**config.mk**
```make
export PLATFORM = sky130hd
export DESIGN_NAME = pcf_top
export DESIGN_NICKNAME = d
export VERILOG_FILES = /design/src/rtl/pcf_pkg.sv /design/src/rtl/pcf_evt_if.sv /design/src/rtl/pcf_top.sv /design/src/rtl/pcf_dly.sv /design/src/rtl/pcf_parse.sv
export SDC_FILE = /design/constraint.sdc
export NUM_CORES = 1
export LEC_CHECK = 0
export BUFFER_PORTS_ARGS = -buffer_cell sky130_fd_sc_hd__buf_2
export CAP_MARGIN = 20
export CELL_PAD_IN_SITES_DETAIL_PLACEMENT = 0
export CELL_PAD_IN_SITES_GLOBAL_PLACEMENT = 2
export CORE_MARGIN = 2
export CORE_UTILIZATION = 41
export CTS_BUF_LIST = sky130_fd_sc_hd__clkbuf_4 sky130_fd_sc_hd__clkbuf_8
export DETAILED_ROUTE_END_ITERATION = 10
export GPL_TIMING_DRIVEN = 0
export PLACE_DENSITY = 0.95
export SYNTH_ARGS = -nofsm -noshare
export SYNTH_HDL_FRONTEND = slang
export SYNTH_HIERARCHICAL = 1
export SYNTH_SLANG_ARGS = --single-unit
```
**constraint.sdc**
```tcl
create_clock -name clk -period 8.1 [get_ports clk]
set_clock_uncertainty 0.1 [all_clocks]
set_input_delay 1.215 -clock clk [delete_from_list [all_inputs] [get_ports clk]]
set_output_delay 1.215 -clock clk [all_outputs]
set_load 0.005 [all_outputs]
```
**src/rtl/pcf_pkg.sv**
```systemverilog
// constants for the control frame configuration block
package pcf_pkg;
    // ---------------------------------------------------------------
    // register indices (byte address is four times the index)
    // ---------------------------------------------------------------
    localparam logic [5:0]  CFG_IDX      = 6'h1F;
    localparam logic [5:0]  STS_IDX      = 6'h20;
    localparam logic [5:0]  MSK_IDX      = 6'h21;
    localparam logic [1:0]  SEL_NONE     = 2'h0;
    localparam logic [1:0]  SEL_CFG      = 2'h1;
    localparam logic [1:0]  SEL_STS      = 2'h2;
    localparam logic [1:0]  SEL_MSK      = 2'h3;
    // ---------------------------------------------------------------
    // configuration fields
    // ---------------------------------------------------------------
    localparam int          CFG_ERR_BIT  = 15;
    localparam int          CFG_OK_BIT   = 14;
    localparam int          CFG_DA_BIT   = 8;
    localparam int          CFG_INT_LO   = 6;
    localparam int          CFG_BC_BIT   = 5;
    localparam int          CFG_BUF_LO   = 1;
    localparam int          CFG_EN_BIT   = 0;
    localparam logic [15:0] CFG_RW_MASK  = 16'h01FF;
    localparam logic [8:0]  CFG_RESET    = 9'h000;
    // ---------------------------------------------------------------
    // interrupt status and mask fields
    // ---------------------------------------------------------------
    localparam int          STS_OK_BIT   = 0;
    localparam int          STS_ERR_BIT  = 1;
    localparam int          STS_RHF_BIT  = 2;
    localparam logic [2:0]  STS_RESET    = 3'h0;
    // ---------------------------------------------------------------
    // frame layout and addresses (address values arbitrary)
    // ---------------------------------------------------------------
    localparam logic [47:0] DEST_ADDR_A  = 48'h02_11_22_33_44_55;
    localparam logic [47:0] DEST_ADDR_B  = 48'h02_11_22_00_00_00;
    localparam logic [7:0]  MCAST_BIT    = 8'h01;
    localparam logic [4:0]  BCAST_PHY    = 5'h1F;
    localparam logic [3:0]  IDX_DA_LAST  = 4'h5;
    localparam logic [3:0]  IDX_PHY      = 4'h6;
    localparam logic [3:0]  IDX_REG      = 4'h7;
    localparam logic [3:0]  IDX_DHI      = 4'h8;
    localparam logic [3:0]  IDX_DLO      = 4'h9;
    localparam int          MAX_DELAY    = 15;
    // ---------------------------------------------------------------
    // bus answers
    // ---------------------------------------------------------------
    localparam logic [1:0]  RESP_OKAY    = 2'h0;
    localparam logic [1:0]  RESP_SLVERR  = 2'h2;

    typedef enum logic [1:0] {
        ST_IDLE = 2'b00,
        ST_DA   = 2'b01,
        ST_HDR  = 2'b10,
        ST_SKIP = 2'b11
    } pcf_state_t;
endpackage : pcf_pkg

```
**src/rtl/pcf_evt_if.sv**
```systemverilog
// events from the frame parser to the register logic
`timescale 1ns/10ps
interface pcf_evt_if;
    logic        ok;
    logic        err;
    logic        wr;
    logic [4:0]  wr_reg;
    logic [15:0] wr_data;
    logic        squash;
    modport src (output ok, output err, output wr, output wr_reg, output wr_data, output squash);
    modport snk (input ok, input err, input wr, input wr_reg, input wr_data, input squash);
endinterface : pcf_evt_if

```
**src/rtl/pcf_top.sv**
```systemverilog
// control frame configuration block with register slave and delay line
// Notes on behaviour
// - error in a control frame sets a sticky flag, cleared by reading config
// - frame completed cleanly sets a sticky ok flag, cleared by reading config
// - five reserved config bits ignore writes and read as zero
// - address select bit picks the first or second fixed destination address
// - selected address with first octet multicast bit set also matches
// - nonzero irq control routes frame events into status, replacing half-full
// - irq control 00 off, low bit on success, high bit on error
// - broadcast disable clear accepts broadcast phy address and own address
// - broadcast disable set accepts only the exact own phy address
// - four-bit buffer size sets transmit delay depth for all packets
// - buffer size zero passes with one clock of delay, truncating control frames after address
// - frame write enable gates frame writes, reset value from a strap
//
// The AXI4-Lite register port was left to the implementer.
`timescale 1ns/10ps
module pcf_top
    import pcf_pkg::*;
#(
    parameter int ADDR_W = 8
) (
    input  wire logic              clk,
    input  wire logic              reset,
    input  wire logic [ADDR_W-1:0] s_axi_awaddr,
    input  wire logic              s_axi_awvalid,
    output logic                   s_axi_awready,
    input  wire logic [31:0]       s_axi_wdata,
    input  wire logic [3:0]        s_axi_wstrb,
    input  wire logic              s_axi_wvalid,
    output logic                   s_axi_wready,
    output logic [1:0]             s_axi_bresp,
    output logic                   s_axi_bvalid,
    input  wire logic              s_axi_bready,
    input  wire logic [ADDR_W-1:0] s_axi_araddr,
    input  wire logic              s_axi_arvalid,
    output logic                   s_axi_arready,
    output logic [31:0]            s_axi_rdata,
    output logic [1:0]             s_axi_rresp,
    output logic                   s_axi_rvalid,
    input  wire logic              s_axi_rready,
    input  wire logic [4:0]        phy_addr,
    input  wire logic              strap_write_enable,
    input  wire logic              rx_half_full_event,
    input  wire logic              tx_valid,
    input  wire logic [7:0]        tx_data,
    output logic                   tx_out_valid,
    output logic [7:0]             tx_out_data,
    output logic                   frame_wr_pulse,
    output logic [4:0]             frame_wr_reg,
    output logic [15:0]            frame_wr_data,
    output logic                   irq
);
    initial begin
        if (ADDR_W < 8) $error("pcf_top: ADDR_W below 8");
    end

    pcf_evt_if ev ();

    // ---------------------------------------------------------------
    // state
    // ---------------------------------------------------------------
    logic [2:0]        sync_ff,  nxt_sync;
    logic              spend_ff, nxt_spend;
    logic [8:0]        cfg_ff,   nxt_cfg;
    logic              ferr_ff,  nxt_ferr;
    logic              fok_ff,   nxt_fok;
    logic [2:0]        sts_ff,   nxt_sts;
    logic [2:0]        msk_ff,   nxt_msk;
    logic              irq_ff,   nxt_irq;
    logic              fwp_ff,   nxt_fwp;
    logic [4:0]        fwr_ff,   nxt_fwr;
    logic [15:0]       fwd_ff,   nxt_fwd;
    logic              awg_ff,   nxt_awg;
    logic [ADDR_W-1:0] awa_ff,   nxt_awa;
    logic              wg_ff,    nxt_wg;
    logic [31:0]       wd_ff,    nxt_wd;
    logic [3:0]        ws_ff,    nxt_ws;
    logic              bv_ff,    nxt_bv;
    logic [1:0]        br_ff,    nxt_br;
    logic              rv_ff,    nxt_rv;
    logic [31:0]       rd_ff,    nxt_rd;
    logic [1:0]        rr_ff,    nxt_rr;

    logic              wr_go;
    logic              rd_go;
    logic [1:0]        wsel;
    logic [1:0]        rsel;
    logic              cfg_rd;
    logic [1:0]        irq_ctl;
    logic              frame_cfg_wr;
    logic [15:0]       cfg_view;

    // ---------------------------------------------------------------
    // helpers
    // ---------------------------------------------------------------
    function automatic logic [1:0] reg_sel(input logic [ADDR_W-1:0] a);
        if (a[1:0] != 2'h0 || (ADDR_W > 8 && (a >> 8) != '0)) return SEL_NONE;
        unique case (a[7:2])
            CFG_IDX: return SEL_CFG;
            STS_IDX: return SEL_STS;
            MSK_IDX: return SEL_MSK;
            default: return SEL_NONE;
        endcase
    endfunction : reg_sel

    function automatic logic [15:0] merge(input logic [15:0] old, input logic [15:0] wd,
                                          input logic [1:0] strb, input logic [15:0] rw);
        logic [15:0] m;
        m = rw & {{8{strb[1]}}, {8{strb[0]}}};
        return (old & ~m) | (wd & m);
    endfunction : merge

    // ---------------------------------------------------------------
    // submodules
    // ---------------------------------------------------------------
    pcf_parse u_parse (
        .clk                (clk),
        .reset              (reset),
        .tx_valid           (tx_valid),
        .tx_data            (tx_data),
        .dest_addr_select   (cfg_ff[CFG_DA_BIT]),
        .broadcast_disable  (cfg_ff[CFG_BC_BIT]),
        .buf_zero           (cfg_ff[CFG_BUF_LO +: 4] == 4'h0),
        .frame_write_enable (cfg_ff[CFG_EN_BIT]),
        .own_phy            (phy_addr),
        .ev                 (ev.src)
    );

    pcf_dly #(
        .STAGES (MAX_DELAY)
    ) u_dly (
        .clk          (clk),
        .reset        (reset),
        .in_valid     (tx_valid && !ev.squash),
        .in_data      (tx_data),
        .depth        (cfg_ff[CFG_BUF_LO +: 4]),
        .out_valid_ff (tx_out_valid),
        .out_data_ff  (tx_out_data)
    );

    // ---------------------------------------------------------------
    // bus handshake
    // ---------------------------------------------------------------
    always_comb begin
        wr_go    = awg_ff && wg_ff && !bv_ff;
        rd_go    = s_axi_arvalid && !rv_ff;
        wsel     = reg_sel(awa_ff);
        rsel     = reg_sel(s_axi_araddr);
        cfg_rd   = rd_go && rsel == SEL_CFG;
        irq_ctl  = cfg_ff[CFG_INT_LO +: 2];
        cfg_view = {ferr_ff, fok_ff, 5'h00, cfg_ff};
        nxt_awg  = awg_ff;
        nxt_awa  = awa_ff;
        nxt_wg   = wg_ff;
        nxt_wd   = wd_ff;
        nxt_ws   = ws_ff;
        nxt_bv   = bv_ff;
        nxt_br   = br_ff;
        nxt_rv   = rv_ff;
        nxt_rd   = rd_ff;
        nxt_rr   = rr_ff;
        if (s_axi_awvalid && !awg_ff) begin
            nxt_awg = 1'b1;
            nxt_awa = s_axi_awaddr;
        end
        if (s_axi_wvalid && !wg_ff) begin
            nxt_wg = 1'b1;
            nxt_wd = s_axi_wdata;
            nxt_ws = s_axi_wstrb;
        end
        if (wr_go) begin
            nxt_awg = 1'b0;
            nxt_wg  = 1'b0;
            nxt_bv  = 1'b1;
            nxt_br  = (wsel == SEL_NONE) ? RESP_SLVERR : RESP_OKAY;
        end else if (bv_ff && s_axi_bready) begin
            nxt_bv = 1'b0;
        end
        if (rd_go) begin
            nxt_rv = 1'b1;
            nxt_rr = RESP_OKAY;
            unique case (rsel)
                SEL_CFG: nxt_rd = {16'h0000, cfg_view};
                SEL_STS: nxt_rd = {29'h00000000, sts_ff};
                SEL_MSK: nxt_rd = {29'h00000000, msk_ff};
                SEL_NONE: begin
                    nxt_rd = 32'h00000000;
                    nxt_rr = RESP_SLVERR;
                end
            endcase
        end else if (rv_ff && s_axi_rready) begin
            nxt_rv = 1'b0;
        end
    end

    // ---------------------------------------------------------------
    // configuration, flags and interrupt
    // ---------------------------------------------------------------
    always_comb begin
        nxt_sync  = {sync_ff[1:0], strap_write_enable};
        nxt_spend = spend_ff;
        nxt_cfg   = cfg_ff;
        frame_cfg_wr = ev.wr && ev.wr_reg == CFG_IDX[4:0];
        if (spend_ff && sync_ff[1] == sync_ff[2]) begin
            nxt_cfg[CFG_EN_BIT] = sync_ff[2];
            nxt_spend = 1'b0;
        end
        if (wr_go && wsel == SEL_CFG) begin
            nxt_cfg = 9'(merge(cfg_view, wd_ff[15:0], ws_ff[1:0], CFG_RW_MASK));
        end else if (frame_cfg_wr) begin
            nxt_cfg = ev.wr_data[8:0];
        end
        // set wins over clear on read
        nxt_ferr = ev.err || (ferr_ff && !cfg_rd);
        nxt_fok  = ev.ok || (fok_ff && !cfg_rd);
        nxt_sts  = sts_ff;
        if (wr_go && wsel == SEL_STS && ws_ff[0]) begin
            nxt_sts = sts_ff & ~wd_ff[2:0];
        end
        if (cfg_rd) begin
            nxt_sts[STS_ERR_BIT:STS_OK_BIT] = 2'h0;
        end
        if (ev.ok && irq_ctl[0]) nxt_sts[STS_OK_BIT] = 1'b1;
        if (ev.err && irq_ctl[1]) nxt_sts[STS_ERR_BIT] = 1'b1;
        if (rx_half_full_event && irq_ctl == 2'h0) nxt_sts[STS_RHF_BIT] = 1'b1;
        nxt_msk = msk_ff;
        if (wr_go && wsel == SEL_MSK && ws_ff[0]) begin
            nxt_msk = wd_ff[2:0];
        end
        nxt_irq = |(nxt_sts & nxt_msk);
        nxt_fwp = ev.wr;
        nxt_fwr = ev.wr ? ev.wr_reg : fwr_ff;
        nxt_fwd = ev.wr ? ev.wr_data : fwd_ff;
    end

    // ---------------------------------------------------------------
    // registers
    // ---------------------------------------------------------------
    always_ff @(posedge clk) begin
        sync_ff <= nxt_sync;
        if (reset) begin
            spend_ff <= 1'b1;
            cfg_ff   <= CFG_RESET;
            ferr_ff  <= 1'b0;
            fok_ff   <= 1'b0;
            sts_ff   <= STS_RESET;
            msk_ff   <= STS_RESET;
            irq_ff   <= 1'b0;
            fwp_ff   <= 1'b0;
            fwr_ff   <= 5'h00;
            fwd_ff   <= 16'h0000;
            awg_ff   <= 1'b0;
            awa_ff   <= '0;
            wg_ff    <= 1'b0;
            wd_ff    <= 32'h00000000;
            ws_ff    <= 4'h0;
            bv_ff    <= 1'b0;
            br_ff    <= RESP_OKAY;
            rv_ff    <= 1'b0;
            rd_ff    <= 32'h00000000;
            rr_ff    <= RESP_OKAY;
        end else begin
            spend_ff <= nxt_spend;
            cfg_ff   <= nxt_cfg;
            ferr_ff  <= nxt_ferr;
            fok_ff   <= nxt_fok;
            sts_ff   <= nxt_sts;
            msk_ff   <= nxt_msk;
            irq_ff   <= nxt_irq;
            fwp_ff   <= nxt_fwp;
            fwr_ff   <= nxt_fwr;
            fwd_ff   <= nxt_fwd;
            awg_ff   <= nxt_awg;
            awa_ff   <= nxt_awa;
            wg_ff    <= nxt_wg;
            wd_ff    <= nxt_wd;
            ws_ff    <= nxt_ws;
            bv_ff    <= nxt_bv;
            br_ff    <= nxt_br;
            rv_ff    <= nxt_rv;
            rd_ff    <= nxt_rd;
            rr_ff    <= nxt_rr;
        end
    end

    // ---------------------------------------------------------------
    // outputs
    // ---------------------------------------------------------------
    assign s_axi_awready  = !awg_ff;
    assign s_axi_wready   = !wg_ff;
    assign s_axi_bvalid   = bv_ff;
    assign s_axi_bresp    = br_ff;
    assign s_axi_arready  = !rv_ff;
    assign s_axi_rvalid   = rv_ff;
    assign s_axi_rdata    = rd_ff;
    assign s_axi_rresp    = rr_ff;
    assign irq            = irq_ff;
    assign frame_wr_pulse = fwp_ff;
    assign frame_wr_reg   = fwr_ff;
    assign frame_wr_data  = fwd_ff;
endmodule : pcf_top

```
**src/rtl/pcf_dly.sv**
```systemverilog
// transmit delay buffer of selectable depth
`timescale 1ns/10ps
module pcf_dly
    import pcf_pkg::*;
#(
    parameter int STAGES = 15
) (
    input  wire logic       clk,
    input  wire logic       reset,
    input  wire logic       in_valid,
    input  wire logic [7:0] in_data,
    input  wire logic [3:0] depth,
    output logic            out_valid_ff,
    output logic [7:0]      out_data_ff
);
    initial begin
        if (STAGES < MAX_DELAY) $error("pcf_dly: STAGES too small");
    end

    logic [8:0] sr_ff  [STAGES];
    logic [8:0] nxt_sr [STAGES];
    logic [8:0] tap;

    // ---------------------------------------------------------------
    // shift line, every byte passes it
    // ---------------------------------------------------------------
    always_comb begin
        nxt_sr[0] = {in_valid, in_data};
        for (int i = 1; i < STAGES; i++) begin
            nxt_sr[i] = sr_ff[i-1];
        end
        if (depth == 4'h0) begin
            tap = {in_valid, in_data};
        end else begin
            tap = sr_ff[4'(depth - 4'h1)];
        end
    end

    always_ff @(posedge clk) begin
        if (reset) begin
            sr_ff        <= '{default: 9'h000};
            out_valid_ff <= 1'b0;
            out_data_ff  <= 8'h00;
        end else begin
            sr_ff        <= nxt_sr;
            out_valid_ff <= tap[8];
            out_data_ff  <= tap[7:0];
        end
    end
endmodule : pcf_dly

```
**src/rtl/pcf_parse.sv**
```systemverilog
// control frame recogniser on the transmit byte stream
`timescale 1ns/10ps
module pcf_parse
    import pcf_pkg::*;
(
    input  wire logic       clk,
    input  wire logic       reset,
    input  wire logic       tx_valid,
    input  wire logic [7:0] tx_data,
    input  wire logic       dest_addr_select,
    input  wire logic       broadcast_disable,
    input  wire logic       buf_zero,
    input  wire logic       frame_write_enable,
    input  wire logic [4:0] own_phy,
    pcf_evt_if.src          ev
);
    pcf_state_t  st_ff,  nxt_st;
    logic [3:0]  idx_ff, nxt_idx;
    logic        hit_ff, nxt_hit;
    logic [4:0]  phy_ff, nxt_phy;
    logic [4:0]  reg_ff, nxt_reg;
    logic [7:0]  dhi_ff, nxt_dhi;
    logic        sq_ff,  nxt_sq;
    logic        ok_ff,  nxt_ok;
    logic        err_ff, nxt_err;
    logic        wr_ff,  nxt_wr;
    logic        phy_ok;
    logic [7:0]  dlo_ff;

    // destination byte match, multicast variant accepted on first octet
    function automatic logic da_byte_ok(input logic [3:0] i, input logic [7:0] d,
                                        input logic sel);
        logic [47:0] da;
        logic [7:0]  e;
        da = sel ? DEST_ADDR_B : DEST_ADDR_A;
        e  = da[8'(47 - 8*i) -: 8];
        return (d == e) || (i == 4'h0 && d == (e | MCAST_BIT));
    endfunction : da_byte_ok

    // ---------------------------------------------------------------
    // frame walk
    // ---------------------------------------------------------------
    always_comb begin
        nxt_st  = st_ff;
        nxt_idx = idx_ff;
        nxt_hit = hit_ff;
        nxt_phy = phy_ff;
        nxt_reg = reg_ff;
        nxt_dhi = dhi_ff;
        nxt_sq  = sq_ff;
        nxt_ok  = 1'b0;
        nxt_err = 1'b0;
        nxt_wr  = 1'b0;
        phy_ok  = (phy_ff == own_phy) || (!broadcast_disable && phy_ff == BCAST_PHY);
        unique case (st_ff)
            ST_IDLE: begin
                if (tx_valid) begin
                    nxt_hit = da_byte_ok(4'h0, tx_data, dest_addr_select);
                    nxt_idx = 4'h1;
                    nxt_st  = ST_DA;
                end
            end
            ST_DA: begin
                if (!tx_valid) begin
                    nxt_st = ST_IDLE;
                end else begin
                    nxt_hit = hit_ff && da_byte_ok(idx_ff, tx_data, dest_addr_select);
                    nxt_idx = idx_ff + 4'h1;
                    if (idx_ff == IDX_DA_LAST) begin
                        nxt_sq  = nxt_hit && buf_zero;
                        nxt_err = nxt_hit && buf_zero;
                        nxt_st  = (nxt_hit && !buf_zero) ? ST_HDR : ST_SKIP;
                    end
                end
            end
            ST_HDR: begin
                if (!tx_valid) begin
                    nxt_err = 1'b1;
                    nxt_st  = ST_IDLE;
                end else begin
                    nxt_idx = idx_ff + 4'h1;
                    if (idx_ff == IDX_PHY) nxt_phy = tx_data[4:0];
                    if (idx_ff == IDX_REG) nxt_reg = tx_data[4:0];
                    if (idx_ff == IDX_DHI) nxt_dhi = tx_data;
                    if (idx_ff == IDX_DLO) begin
                        nxt_st = ST_SKIP;
                        if (phy_ok) begin
                            nxt_ok = 1'b1;
                            nxt_wr = frame_write_enable;
                        end
                    end
                end
            end
            ST_SKIP: begin
                if (!tx_valid) begin
                    nxt_st = ST_IDLE;
                    nxt_sq = 1'b0;
                end
            end
        endcase
    end

    always_ff @(posedge clk) begin
        if (reset) begin
            st_ff  <= ST_IDLE;
            idx_ff <= 4'h0;
            hit_ff <= 1'b0;
            phy_ff <= 5'h00;
            reg_ff <= 5'h00;
            dhi_ff <= 8'h00;
            sq_ff  <= 1'b0;
            ok_ff  <= 1'b0;
            err_ff <= 1'b0;
            wr_ff  <= 1'b0;
            dlo_ff <= 8'h00;
        end else begin
            st_ff  <= nxt_st;
            idx_ff <= nxt_idx;
            hit_ff <= nxt_hit;
            phy_ff <= nxt_phy;
            reg_ff <= nxt_reg;
            dhi_ff <= nxt_dhi;
            sq_ff  <= nxt_sq;
            ok_ff  <= nxt_ok;
            err_ff <= nxt_err;
            wr_ff  <= nxt_wr;
            dlo_ff <= tx_data;
        end
    end

    assign ev.ok      = ok_ff;
    assign ev.err     = err_ff;
    assign ev.wr      = wr_ff;
    assign ev.wr_reg  = reg_ff;
    assign ev.wr_data = {dhi_ff, dlo_ff};
    assign ev.squash  = sq_ff;
endmodule : pcf_parse

```
[Word level (Yosys, flattened, before mapping)]
Cells that the tools add are included.
Word-level totals
  input port bits: 75
  logic and storage cells: 220
  flip-flop bits (word level): 284
  output and inout bits: 73
Cells by class
  reduce and logical (&&, ||, !) cells: 66
  shift-type cells: 1
  eq/ne operators: 35
  bitwise operators: 12
  $add $sub $neg: 3
  multiplexer cells: 52
  $lt $le $gt $ge: 1
Operator list (number)
  $pmux 32 s4: 1
  $shiftx 55x9->8: 1
  $mux 9: 5
  $bmux 9 s4: 1
  $logic_and 1x1->1: 26
  $mux 2: 13
  $eq 6x6->1 const B: 4
  $mux 22: 1
  $mux 1: 20
  $and 9x9->9: 2
  $eq 8x8->1: 2
  $eq 8x8->1 const B: 2
  $reduce_bool 2->1: 8
  $reduce_and 3->1: 5
  $eq 2x2->1 const B: 6
  $eq 4x3->1 const B: 3
  $eq 6x5->1 const B: 2
  $pmux 2 s3: 2
  $eq 5x5->1 const B: 2
  $not 9->9: 1
  $or 9x9->9: 1
  $eq 4x4->1 const B: 2
  $logic_not 1->1: 8
  $logic_not 2->1: 4
  other kinds (27): 48

[Logic depth before layout (Yosys ltp)]
  depth in word-level cells: 11
  depth in mapped cells: 10

[By module]
Netlist, hierarchy kept.
Modules (own cells, without submodules)
  pcf_dly: times used 1, cells each 417, area an instance 5117.4 um^2
  pcf_top: times used 1, cells each 368, area an instance 3393.3 um^2
  pcf_parse: times used 1, cells each 200, area an instance 1839.3 um^2

[Least setup slack after synthesis]
OpenSTA, ideal clock, no wires.
  path kind: register to register
  start point: reg (tool-made name)
  end point: reg u_dly.out_data_ff[3]
  cell stages (with the launch flop): 10
  setup slack: 5.536 ns
  arrival: 2.338 ns
  period minus slack after synthesis: 2.564 ns
  required time: 7.874 ns
  buffers on the path: 4
  setup time: 0.126 ns
  cells stage by stage: dfxtp_1 buf_4 inv_2 clkbuf_1 ha_1 buf_2 clkbuf_1 mux4_2 o22ai_1 o31ai_2
RTL lines
  end signal, assigned: RTL line pcf_dly.sv:47  | out_data_ff <= tap[7:0];
  end, declared: RTL line pcf_dly.sv:14  | output logic [7:0] out_data_ff

==> impl_metrics.json <==
{
  "initial_core_util": 0.4146,
  "clkPwrFrac": 0.457,
  "grt_pass1_vias": 7320,
  "drcViolationCount": 0,
  "syn_area_per_cell_sq_um": 10.51,
  "num_vias": 7498,
  "rsz0062_at_grt": "no",
  "dpl_cell_area_sq_mm": 0.01134,
  "cts_buffer_depth": 3,
  "pwr-share-seq": 0.490,
  "startpoint_type": "flop",
  "wl_met3_um": 1200,
  "p_leak_nw": 5.050,
  "grt_overflow": 0,
  "grt_max_degree": 13,
  "netlist_top_cells_area": "dfxtp_1, nor2b_1, mux4_2",
  "grt_usage": 0.1849,
  "cts_resized": 0,
  "maxCapViolCount": 0,
  "postCtsSetupBuffers": 0,
  "synthTopCellsByCount": "dfxtp_1, nor2b_1, nor2_1",
  "r2r-end": "u_dly/out_valid_ff$_SDFF_PP0_",
  "die_w_um": 162.9,
  "clk_latency_ps": 550,
  "clockRootBuffer": "clkbuf_8",
  "routedWlPerCell_um": 15.96,
  "num_antenna_cells": 0,
  "worstHoldEndpoint": "sync_ff[1]$_DFF_P_",
  "rows": 58,
  "fp.dieH_um": 162.9,
  "crit_top_cell": "clkbuf_1",
  "setup_tns_ps": 0,
  "switching_share": 0.2353,
  "status": "finished clean",
  "antenna_left": 0,
  "avgViaCountPerCell": 4.939,
  "final_hold_viol_count": 0,
  "areaGrowthSynthToFinish_pct": 18.91,
  "crit_required_ps": 8430,
  "async_flop_share": 0,
  "numPortBuffers": 99,
  "drt-met1-wl_um": 11490,
  "hold_class": "reg -> reg",
  "p_sw_mw": 0.6374,
  "design_area_sq_mm": 0.01231,
  "max_stage_delay_ps": 530,
  "route.met2.wl_um": 11120,
  "fmaxAchievable_mhz": 295.7,
  "max_slew.worst_pin.slew_ps": 992.9,
  "cp-end-kind": "flop",
  "synth_top_area_cell": "dfxtp_1",
  "internal_power_mw": 2.071,
  "critPathKind": "reg -> reg",
  "p_comb_frac": 0.053,
  "cts_max_level": 2,
  "holdBufCountCts": 0,
  "layout_min_cycle_time_ps": 3382,
  "drt_iter0_markers": 352,
  "dr.pass1.iters": 5,
  "cts_sinks": 261,
  "hold_depth": 0,
  "routed_wl_um": 24230,
  "rr_worst_depth": 9,
  "holdCritStartpoint": "sync_ff[0]$_DFF_P_",
  "coreArea_sq_mm": 0.02496,
  "ys_seq_elements": 261,
  "cts_made_buffers": 44,
  "highest_layer": "met4",
  "ff2ff_setup_slack_ps": 4720,
  "drive_gt1_frac": 0.2374,
  "synth.most_common_cell": "dfxtp_1",
  "antenna_found_initial": 0,
  "nNetsFinal": 1240,
  "cp_slowest_cell": "clkbuf_1",
  "arrival_ps": 3710,
  "p_per_area_mw_per_mm2": 220.1,
  "relSlewSlack": 0.3287,
  "yosysWarningCount": 6,
  "dieArea_sq_mm": 0.02653,
  "grt_pass1_wl_um": 38700,
  "gp_congestion": 0.7870,
  "ys.flop_type": "dfxtp_1",
  "cp_cell_sequence": "buf_4, inv_2, clkbuf_1, ha_1, buf_2, clkbuf_1, mux4_2, o22ai_1, o31ai_2",
  "finalSetupViolCount": 0,
  "cts_tree": "done",
  "drv_slew": 0,
  "synthCells": 985,
  "ioPinCount": 148,
  "ys_seq_area_frac": 0.5048,
  "power_mw": 2.709,
  "synth_cell_type_count": 74,
  "ir_drop_mv": 0.1153,
  "largest_reg_flops": 126,
  "synth_top_area_share": 0.5048,
  "path_clk_slew_ps": 60,
  "dpl.hpwl_um": 17660,
  "dp.cells": 1436,
  "final_cell_count_no_fill": 1518,
  "netlist_area_sq_mm": 0.01035,
  "fin_util": 0.4930,
  "fin_crit_sh": 0.4175,
  "crit_fanout": 11,
  "synth-edff-count": 0
}
-- power by group through the flow --
stage | combinational, mW | clock [mW] | sequential (mW)
3_3_place_gp | 0.141 | 0 | 1.35
5_1_grt | 0.158 | 1.33 | 1.33
6_report | 0.143 | 1.24 | 1.33
3_5_place_dp | 0.142 | 0 | 1.36
4_1_cts | 0.143 | 1.27 | 1.33
2_1_floorplan | 0.0919 | 0 | 1.35
-- area by class of cell --
cell class                 count  area, sq um
inverter                      17        63.81
clock buffer                  70        888.4
timing repair buffer          99        495.5
fill                        2367        12660
clock inverter                12        77.57
sequential                   261         5225
buffer                        76        400.4
tap                          330        412.9
multi-input combinational    653         4743
-- cells in the final DEF, fill, tap and decap left out, types with 5 or more instances in the layout --
| cell type | count |
|---|---|
| o2111ai_1 | 10 |
| a21o_1 | 5 |
| dfxtp_1 | 261 |
| nor2_1 | 103 |
| nand2b_1 | 11 |
| a21oi_1 | 22 |
| nor3_1 | 16 |
| nand3_1 | 24 |
| clkinv_2 | 7 |
| mux4_2 | 27 |
| buf_2 | 109 |
| o22ai_1 | 9 |
| conb_1 | 23 |
| clkbuf_4 | 12 |
| ha_1 | 13 |
| mux2i_1 | 60 |
| nand2_1 | 42 |
| o21ai_0 | 15 |
| clkbuf_1 | 33 |
| buf_1 | 6 |
| buf_4 | 25 |
| nand4_1 | 10 |
| clkbuf_8 | 58 |
| nor2b_1 | 152 |
| o31ai_2 | 9 |
| inv_1 | 15 |
| a22oi_1 | 10 |
| a2111oi_2 | 8 |
-- stage by stage --
stage | worst slack (ps) | hold slack, ps
finish | 4718 | 234.5
global route | 4486 | 235.7
CTS | 4701 | 237.0
detailed placement | 4690 | 218.2
global placement | 4693 | 216.1
floorplan | 5536 | 209.6
-- logic make-up after synthesis --
family	synth area share
AO/OA/AOI/OAI	0.09877
flip-flops	0.5048
other	0.0003623
adder cells (fa/ha/maj)	0.01572
AND/OR/NAND/NOR	0.2093
multiplexers	0.1211
XOR/XNOR	0.005077
buffers and inverters	0.04485
-- critical path: cells and delay by family (launching register included) --
kind            cells  cell delay (ps)
buf+inv             5             1540
flops               1              500
compound gates      2              420
fa+ha+maj           1              370
mux                 1              330
-- how the worst max path moves through the flow --
stage	depth (start not counted)	end	slack (ps)	startpoint
final	9	u_dly/out_valid_ff$_SDFF_PP0_	4720	flop
after global routing	10	u_dly/out_valid_ff$_SDFF_PP0_	4490	flop
after CTS	9	u_dly/out_data_ff[6]$_SDFF_PP0_	4700	flop
after detailed placement	9	u_dly/out_data_ff[6]$_SDFF_PP0_	4690	flop
after global placement	9	u_dly/out_data_ff[0]$_SDFF_PP0_	4690	flop
after floorplan	9	u_dly/out_data_ff[3]$_SDFF_PP0_	5540	flop
-- layer usage --
layer,GRT usage,vias to the layer above
li1,-,3744
met1,0.2509,3549
met2,0.3016,169
met3,0.03412,36
met4,0.05350,0
met5,0,-
Note: power is estimated with default switching activity, not from simulation.
